### src/mpc_params.svh
// Function
// - First address strap pin is the low programmable slave address bit.
// - Second address strap pin is the high programmable slave address bit.
// - In tree test mode the first strap pin drives the tree result.
// - High test-enable input selects tree test; otherwise pin is DAC output.
// - High intrusion line is an event; config bit 6 clears it 20 ms low.
// - Interrupt output drives low only when config bit 1 set; off at reset.
// - Config bit 4 makes reset pin pulse low at least 20 ms.
// - External low on reset pin resets the device.
// - Reset request is debounced and delayed, then state returns to defaults.
// - Five voltage-ID pins readable in two status registers.
// - Interrupt can fire when any monitored quantity leaves range.
// - Fan control output set by an 8-bit converter value.
// - Slave address is 01011 followed by the two strap levels.
// - Limit violation sets the matching interrupt status flag.
`ifndef MPC_PARAMS_SVH
`define MPC_PARAMS_SVH
`define MPC_CLK_MHZ 125
`define MPC_PULSE_MS 20
`define MPC_PULSE_CYC (`MPC_PULSE_MS * 1000 * `MPC_CLK_MHZ)
`define MPC_DEB_CYC 1024
`define MPC_CFG_INT_EN 1
`define MPC_CFG_RST_EN 4
`define MPC_CFG_CHS_CLR 6
`define MPC_ADDR_HI 5'h0b
`define MPC_DAC_RESET 8'hff
`define MPC_VID_HI 4'h5
`define MPC_VID4_HI 7'h40
`endif

### src/mpc_pkg.sv
package mpc_pkg;
	typedef enum logic [1:0] {MPC_IDLE, MPC_LOW} mpc_pulse_st_t;
endpackage

### src/mpc_pin_ctrl.sv
`timescale 1ns/10ps
`include "mpc_params.svh"
module mpc_pin_ctrl
	import mpc_pkg::*;
#(
	parameter int unsigned PULSE_CYC = `MPC_PULSE_CYC,
	parameter int unsigned DEB_CYC = `MPC_DEB_CYC
)
(
	input wire logic core_clk,
	input wire logic reset,
	input wire logic addr_bit0_tree_out_i,
	output logic addr_bit0_tree_out_o,
	output logic addr_bit0_tree_out_oe,
	input wire logic addr_bit1_strap,
	input wire logic dac_out_tree_enable,
	input wire logic [7:0] tree_inputs,
	input wire logic [7:0] dac_setting,
	output logic [7:0] dac_code,
	output logic dac_active,
	input wire logic intrusion_line_i,
	output logic intrusion_line_o,
	output logic intrusion_line_oe,
	output logic intrusion_seen,
	input wire logic intrusion_ack,
	input wire logic [7:0] config_bits,
	input wire logic [15:0] limit_violation,
	input wire logic [15:0] status_clear,
	input wire logic [15:0] int_mask,
	output logic [15:0] int_status,
	output logic int_n_o,
	output logic int_n_oe,
	input wire logic master_reset_n_i,
	output logic master_reset_n_o,
	output logic master_reset_n_oe,
	output logic remote_reset,
	input wire logic [4:0] cpu_voltage_id_pins,
	output logic [7:0] vid_status,
	output logic [7:0] vid4_status,
	output logic [6:0] slave_address
);
	logic [6:0] slave_address_next;
	logic tree_result;
	logic int_any;
	logic chs_busy;
	logic rst_busy;
	logic chs_go;
	logic rst_go;
	logic ext_low;
	logic [15:0] status_next;
	logic [10:0] deb_reg;
	logic rrst_reg;
	logic soft_rst;
	logic [7:0] cfg_prev_reg;
	logic intr_reg;
	logic intr_next;
	logic addr_lo_next;
	logic deb_full;
	logic [10:0] deb_next;
	logic rrst_next;
	logic [7:0] vid_next;
	logic [7:0] vid4_next;
	logic int_enable;

	// Remote reset folds into the async reset of everything except deb_reg and rrst_reg
	assign soft_rst = reset | rrst_reg;
	// Strap is an output in tree test, so its address bit is held
	assign addr_lo_next = dac_out_tree_enable ? slave_address[0]
		: addr_bit0_tree_out_i;
	assign slave_address_next = {`MPC_ADDR_HI, addr_bit1_strap,
		addr_lo_next};
	assign tree_result = ~&tree_inputs;
	assign addr_bit0_tree_out_o = tree_result;
	assign addr_bit0_tree_out_oe = dac_out_tree_enable;
	assign dac_active = ~dac_out_tree_enable;
	assign chs_go = config_bits[`MPC_CFG_CHS_CLR]
		& ~cfg_prev_reg[`MPC_CFG_CHS_CLR];
	assign rst_go = config_bits[`MPC_CFG_RST_EN]
		& ~cfg_prev_reg[`MPC_CFG_RST_EN];
	assign intrusion_line_o = 1'b0;
	assign intrusion_line_oe = chs_busy;
	assign master_reset_n_o = 1'b0;
	assign master_reset_n_oe = rst_busy;
	// Own drive must not trigger our own reset
	assign ext_low = ~master_reset_n_i & ~rst_busy;
	assign int_any = |(int_status & ~int_mask);
	assign int_n_o = 1'b0;
	assign int_enable = config_bits[`MPC_CFG_INT_EN];
	assign int_n_oe = int_any & int_enable;
	// Set beats clear in the same cycle
	assign status_next = (int_status & ~status_clear) | limit_violation;
	assign remote_reset = rrst_reg;
	assign deb_full = (deb_reg == DEB_CYC[10:0]);
	// Any high sample restarts the count, which is the debounce
	assign deb_next = !ext_low ? 11'h000
		: deb_full ? deb_reg : deb_reg + 11'h001;
	assign rrst_next = ext_low & deb_full;
	assign intr_next = (intr_reg & ~intrusion_ack)
		| (intrusion_line_i & ~chs_busy);
	assign vid_next = {`MPC_VID_HI,
		cpu_voltage_id_pins[3:0]};
	assign vid4_next = {`MPC_VID4_HI,
		cpu_voltage_id_pins[4]};

	mpc_pulse #(.CYCLES(PULSE_CYC)) u_chs_pulse
	(
		.core_clk(core_clk),
		.reset(soft_rst),
		.start(chs_go),
		.busy(chs_busy)
	);

	mpc_pulse #(.CYCLES(PULSE_CYC)) u_rst_pulse
	(
		.core_clk(core_clk),
		.reset(soft_rst),
		.start(rst_go),
		.busy(rst_busy)
	);

	always_ff @(posedge core_clk or posedge reset)
	begin
		if (reset)
		begin
			deb_reg <= 11'h000;
		end
		else
		begin
			deb_reg <= deb_next;
		end
	end

	// Only the pin reset clears this, or it would release itself
	always_ff @(posedge core_clk or posedge reset)
	begin
		if (reset)
		begin
			rrst_reg <= 1'b0;
		end
		else
		begin
			rrst_reg <= rrst_next;
		end
	end

	always_ff @(posedge core_clk or posedge soft_rst)
	begin
		if (soft_rst)
		begin
			cfg_prev_reg <= 8'h00;
		end
		else
		begin
			cfg_prev_reg <= config_bits;
		end
	end

	always_ff @(posedge core_clk or posedge soft_rst)
	begin
		if (soft_rst)
		begin
			int_status <= 16'h0000;
		end
		else
		begin
			int_status <= status_next;
		end
	end

	always_ff @(posedge core_clk or posedge soft_rst)
	begin
		if (soft_rst)
		begin
			intr_reg <= 1'b0;
		end
		else
		begin
			intr_reg <= intr_next;
		end
	end

	always_ff @(posedge core_clk or posedge soft_rst)
	begin
		if (soft_rst)
		begin
			dac_code <= `MPC_DAC_RESET;
		end
		else
		begin
			dac_code <= dac_setting;
		end
	end

	always_ff @(posedge core_clk or posedge soft_rst)
	begin
		if (soft_rst)
		begin
			vid_status <= 8'h00;
		end
		else
		begin
			vid_status <= vid_next;
		end
	end

	always_ff @(posedge core_clk or posedge soft_rst)
	begin
		if (soft_rst)
		begin
			vid4_status <= 8'h00;
		end
		else
		begin
			vid4_status <= vid4_next;
		end
	end

	always_ff @(posedge core_clk or posedge soft_rst)
	begin
		if (soft_rst)
		begin
			slave_address <= 7'h00;
		end
		else
		begin
			slave_address <= slave_address_next;
		end
	end

	assign intrusion_seen = intr_reg;
endmodule

### src/mpc_pulse.sv
`timescale 1ns/10ps
`include "mpc_params.svh"
module mpc_pulse
	import mpc_pkg::*;
#(
	parameter int unsigned CYCLES = `MPC_PULSE_CYC
)
(
	input wire logic core_clk,
	input wire logic reset,
	input wire logic start,
	output logic busy
);
	mpc_pulse_st_t state_reg;
	logic [31:0] count_reg;
	logic done;
	assign done = (count_reg == 32'h00000001);
	assign busy = (state_reg == MPC_LOW);
	// Once started, runs to the end regardless of start
	always_ff @(posedge core_clk or posedge reset)
	begin
		if (reset)
		begin
			state_reg <= MPC_IDLE;
			count_reg <= 32'h00000000;
		end
		else
		begin
			case (state_reg)
				MPC_IDLE:
				begin
					if (start)
					begin
						state_reg <= MPC_LOW;
						count_reg <= CYCLES;
					end
				end
				MPC_LOW:
				begin
					count_reg <= count_reg - 32'h00000001;
					if (done)
						state_reg <= MPC_IDLE;
				end
				default:
					state_reg <= MPC_IDLE;
			endcase
		end
	end
endmodule
### config.mk
export PLATFORM = sky130hd
export DESIGN_NAME = mpc_pin_ctrl
export DESIGN_NICKNAME = d
export VERILOG_FILES = /design/src/mpc_pkg.sv /design/src/mpc_pin_ctrl.sv /design/src/mpc_pulse.sv
export VERILOG_INCLUDE_DIRS = /design/src
export SDC_FILE = /design/constraint.sdc
export NUM_CORES = 1
export LEC_CHECK = 0
export BUFFER_PORTS_ARGS = -buffer_cell sky130_fd_sc_hd__buf_4
export CAP_MARGIN = 0
export CORE_UTILIZATION = 25
export DETAILED_ROUTE_END_ITERATION = 12
export PLACE_DENSITY = 0.46
export SYNTH_ARGS = -nofsm -noshare
export SYNTH_HDL_FRONTEND = slang
export SYNTH_SLANG_ARGS = --single-unit
### constraint.sdc
create_clock -name core_clk -period 10.1 [get_ports core_clk]
set_input_delay 1.01 -clock core_clk [delete_from_list [all_inputs] [get_ports core_clk]]
set_output_delay 1.01 -clock core_clk [all_outputs]
set_load 0.05 [all_outputs]
# Word-level counts from Yosys, hierarchy flattened
# Cells that the tools add are included.
# word_totals
out_inout_bits	58
ff_bits	122
input_bits	85
# classes
n_bitwise	21
n_eq_ne	10
mux	12
n_reduce_logical	11
n_addsub	3
# op_table
operator	count
32-bit one-hot mux with 2 select lines	2
32-bit by 1-bit equality test with 1-bit output, second input constant	2
32-bit 2-to-1 mux	2
32-bit by 1-bit subtractor with 32-bit output, second input constant	2
16-bit bitwise AND	2
16-bit NOT	2
11-bit 2-to-1 mux	2
16-bit bitwise OR	1
16-bit OR reduction	1
11-bit by 1-bit adder with 11-bit output, second input constant	1
11-bit equality test, second input constant	1
2-bit 2-to-1 mux	4
2-bit one-hot mux with 2 select lines	2
2-bit AND reduction	4
8-bit AND reduction	1
1-bit bitwise AND	7
1-bit NOT	7
2-bit inequality test, second input constant	3
2-bit by 1-bit equality test with 1-bit output, second input constant	2
2-bit logical NOT	2
2-bit by 1-bit inequality test with 1-bit output, second input constant	2
2-bit nonzero test	2
1-bit bitwise OR	2
1-bit logical NOT	1

# Longest topological paths before layout
# depth
ltp_word	4
mapped_depth	6
ltp_nobuf	6

# Cells and area by module
# From an unflattened synthesis, not the netlist that was laid out.
# unflattened
cells_unflattened	521
area_unflattened_um2	5491.5
# modules_own_cells
mod	area_per_inst_um2	seq_area_each_um2	n_inst	cells_per_inst
mpc_pin_ctrl	1985.7	1186.1	1	174
mpc_pulse (u_rst_pulse)	1770.4	825.8	1	179
mpc_pulse (u_chs_pulse)	1735.4	825.8	1	168

# Worst setup path after synthesis
# No wires, ideal clock.
# synth_path
path_type	input-to-output
start	in int_mask[2]
end	out int_n_oe
arrival_ns	2.120
slack_ns	6.970
cell_stages	3
t_required_ns	9.090
path_cell_list	o22ai_1 > a221oi_1 > a31oi_1
# synth_between
elab_chain_cells	4
# synth_rtl
item	line_no	rtl
from (decl)	mpc_pin_ctrl.sv:29	input wire logic [15:0] int_mask,
16-bit NOT	mpc_pin_ctrl.sv:86	assign int_any = |(int_status & ~int_mask);
16-bit bitwise AND	mpc_pin_ctrl.sv:86	
16-bit OR reduction	mpc_pin_ctrl.sv:86	
1-bit bitwise AND	mpc_pin_ctrl.sv:89	assign int_n_oe = int_any & int_enable;
to (decl)	mpc_pin_ctrl.sv:32	output logic int_n_oe,
# No other way between the ends.

# Worst setup path after layout
# layout_path
start	in int_mask[10]
end	out int_n_oe
# Same word-level chain as after synthesis.

==> results.md <==
- CTS Sinks: 113
- Worst Max-Slew Pin Slew: 0.869 ns
- Layout cell share with drive strength beyond 1: 27.9%
- Routed wire length: 12100 microns
- Slew Viols, Final: 0
- Multi-input gate area: 2160 sq um
- Leak pwr: 3.17 nW
- GRT Resource Usage Total: 11.6%
- Pwr Total: 1.52 mW
- Full die area: 21700 sq um
- RSZ-0062 raised after global routing: no
- Seq. cell area: 2840 sq um
- Fmax achieved: 344 MHz
- Std-Cell Core Area: 20500 sq um
- Crit path required time: 9.09 ns
- Top sig layer: met4
- RePlAce Congestion: 0.725
- Slew headroom: 41.6%
- Number of fill cells in the layout: 2061
- Pwr Density: 215 nW/um^2
- Chip Height: 147 microns
- Routed wl met2: 5890 microns
- Mapped cell area: 5290 sq um
- DRC: 0
- Status: complete, no violations
- Tmin final: 2.91 ns
- Grt ovf: 0
- Post-synth top area share: 49.7%
- Setup tns final: 0 ns
- Initial antenna violation count: 0
- # diodes: 0
- Crit. Startpoint: int_mask[10]
- TritonCTS Buffers: 17
- Synth unique cells: 50
- Placed Area: 6410 sq um
- Register area share after synthesis: 53.7%
- WL met3: 719 microns
- Yosys top cell by area: dfrtp_1
- Die Wd: 147 microns
- Detail-routed via count per cell: 4.66
- Largest net degree at the start of global routing: 60
- Fin nets: 716
- Io pins: 143
- Commonest non-fill, non-tap cell in the layout: buf_4
- Worst Path Arrival: 1.90 ns
- Asr flop ratio synth: 100%
- Core Rows: 52
- #FFs+latches synth: 113
- Cells after synthesis: 503
- DRT Pass-1 Iters: 4
- Clk slew on worst S/H paths: 0.05 ns
- Clk root buf: clkbuf_16
- Mapped Avg Cell Area: 10.5 sq um
- Crit share post-route: 28.8%
- Setup crit start kind: input pin
- Layout Area Growth over Synthesis: 33.9%
- First-pass GRT wire length: 20100 microns
- Clk Latency, worst-skew pair: 0.41 ns
- Routed vias: 4232
- Initial core utilization: 25.8%
- Hold WC Path Type: reg -> reg
- Non-Filler Cell Area, Final: 7080 sq um
- Post CTS Setup Buffer Count: 0
- CTS tree: yes
- R2R Path End: u_chs_pulse.count_reg[27]
- Gates resized, CTS repair: 0
- Reg-to-Reg Start: u_chs_pulse.count_reg[2]
- CP Max Fanout: 1
- Hold WS: 0.463 ns
- EDFF count, synth: 0
- Cell count of the worst reg-to-reg path: 4
- DP Wirelength: 8530 microns
- Max VDD drop: 0.0977 mV
- Vias in the first global route: 4024
- R2r setup slk: 7.40 ns
- Final setup fails: 0
- Max-cap violations: 0
- Met1 wire length: 5390 microns
- Commonest non-fill, non-tap cells in the layout: buf_4 (126), dfrtp_1 (105), nand2_1 (39)
- CP endpoint kind: primary output
- Detailed router's first-iteration violation count: 140
- Worst setup path end: int_n_oe
- Ranking of synthesized cells by area: dfrtp_1 (50%), mux2i_1 (6.2%), dfstp_2 (4.0%)
- I/O Buffers: 124
- Hold buffers post-CTS: 0
- Crit Path Class: in -> out
- H-Tree Depth: 4
- Final hold viol count: 0
- DR WL/cell: 13.4 microns
- Top_reg_cell synth: dfrtp_1
- Worst Skew: 0.00773 ns
- CTS Buffer Depth: 2
- YS warnings: 0
- Post-route ant nets: 0
[metrics by stage]
stage | util, % | std cells | setup slack (ns)
3_3_place_gp | 31.3 | 876 | 7.19
4_1_cts | 34.6 | 908 | 7.18
2_1_floorplan | - | 515 | 3.19
6_report | 34.6 | 908 | 7.19
5_1_grt | 34.6 | 908 | 6.99
3_5_place_dp | 31.3 | 876 | 7.19
[Yosys cell counts (2+ instances only)]
master    count
a211oi_1      4
a21o_1        7
a21oi_1       8
a221oi_1      2
a31oi_1       5
and3_1        7
buf_4        19
buf_6         2
clkbuf_1     13
conb_1        2
dfrtp_1     105
dfstp_2       8
ha_1          6
inv_1        34
mux2i_1      33
nand2_1      39
nand2b_1      5
nand3_1      12
nand3b_1      2
nand4_1      14
nand4b_1      2
nor2_1       37
nor3_1       16
nor3b_1       3
nor4_1       19
nor4b_1       3
o211ai_1      5
o21ai_0      12
o21bai_1      9
o22ai_1       4
o311ai_0      7
o311ai_1      2
o31ai_1       5
o41ai_1       9
or2_2         5
or3_1         8
or4_1         9
or4_4         2
xnor2_1       2
xor2_1        7
[where the power goes]
part	switching (mW)	total, mW	internal [mW]
Clock	0.215	0.683	0.468
Sequential	0.0735	0.595	0.521
Combinational	0.146	0.247	0.101
[area by class of cell]
cell class	instances	share of cell area, %
Inverter	34	1.80
Clock inverter	14	3.34
Clock buffer	18	6.20
Multi-Input combinational cell	333	30.5
Tap cell	270	4.77
Timing Repair Buffer	126	13.4
Sequential cell	113	40.1
[worst max-delay path, stage by stage]
cell       delay (ns)
buf_4            0.07
nand2b_1         0.09
o2111ai_1        0.12
nor3_1           0.27
a31oi_1          0.13
buf_4            0.21
[cells by family after synthesis]
group                    synth area share (%)
AND/OR/NAND/NOR                          19.0
adder cells (fa/ha/maj)                  1.42
XOR/XNOR                                 1.49
buffers and inverters                    6.53
other                                   0.142
flip-flops                               53.7
AO/OA/AOI/OAI                            11.3
multiplexers                             6.46
[worst min path at each step]
| stage | depth (start not counted) | end | start | slack (ns) |
|---|---|---|---|---|
| global route | 1 | u_chs_pulse.count_reg[16] | u_chs_pulse.count_reg[16] | 0.49 |
| global placement | 1 | u_chs_pulse.count_reg[20] | u_chs_pulse.count_reg[20] | 0.46 |
| floorplan | 1 | u_rst_pulse.count_reg[25] | u_rst_pulse.count_reg[25] | 0.44 |
| finish | 1 | u_rst_pulse.count_reg[25] | u_rst_pulse.count_reg[25] | 0.46 |
| detailed placement | 1 | u_rst_pulse.count_reg[25] | u_rst_pulse.count_reg[25] | 0.46 |
| CTS | 1 | u_rst_pulse.count_reg[25] | u_rst_pulse.count_reg[25] | 0.47 |
[routing by layer]
layer / vias to the layer above / global-route usage [%]
li1: 2048 / -
met1: 2048 / 14.3
met2: 123 / 19.2
met3: 13 / 3.89
met4: 0 / 3.76
met5: - / 0
No activity file was read; power rests on OpenSTA's default activity.
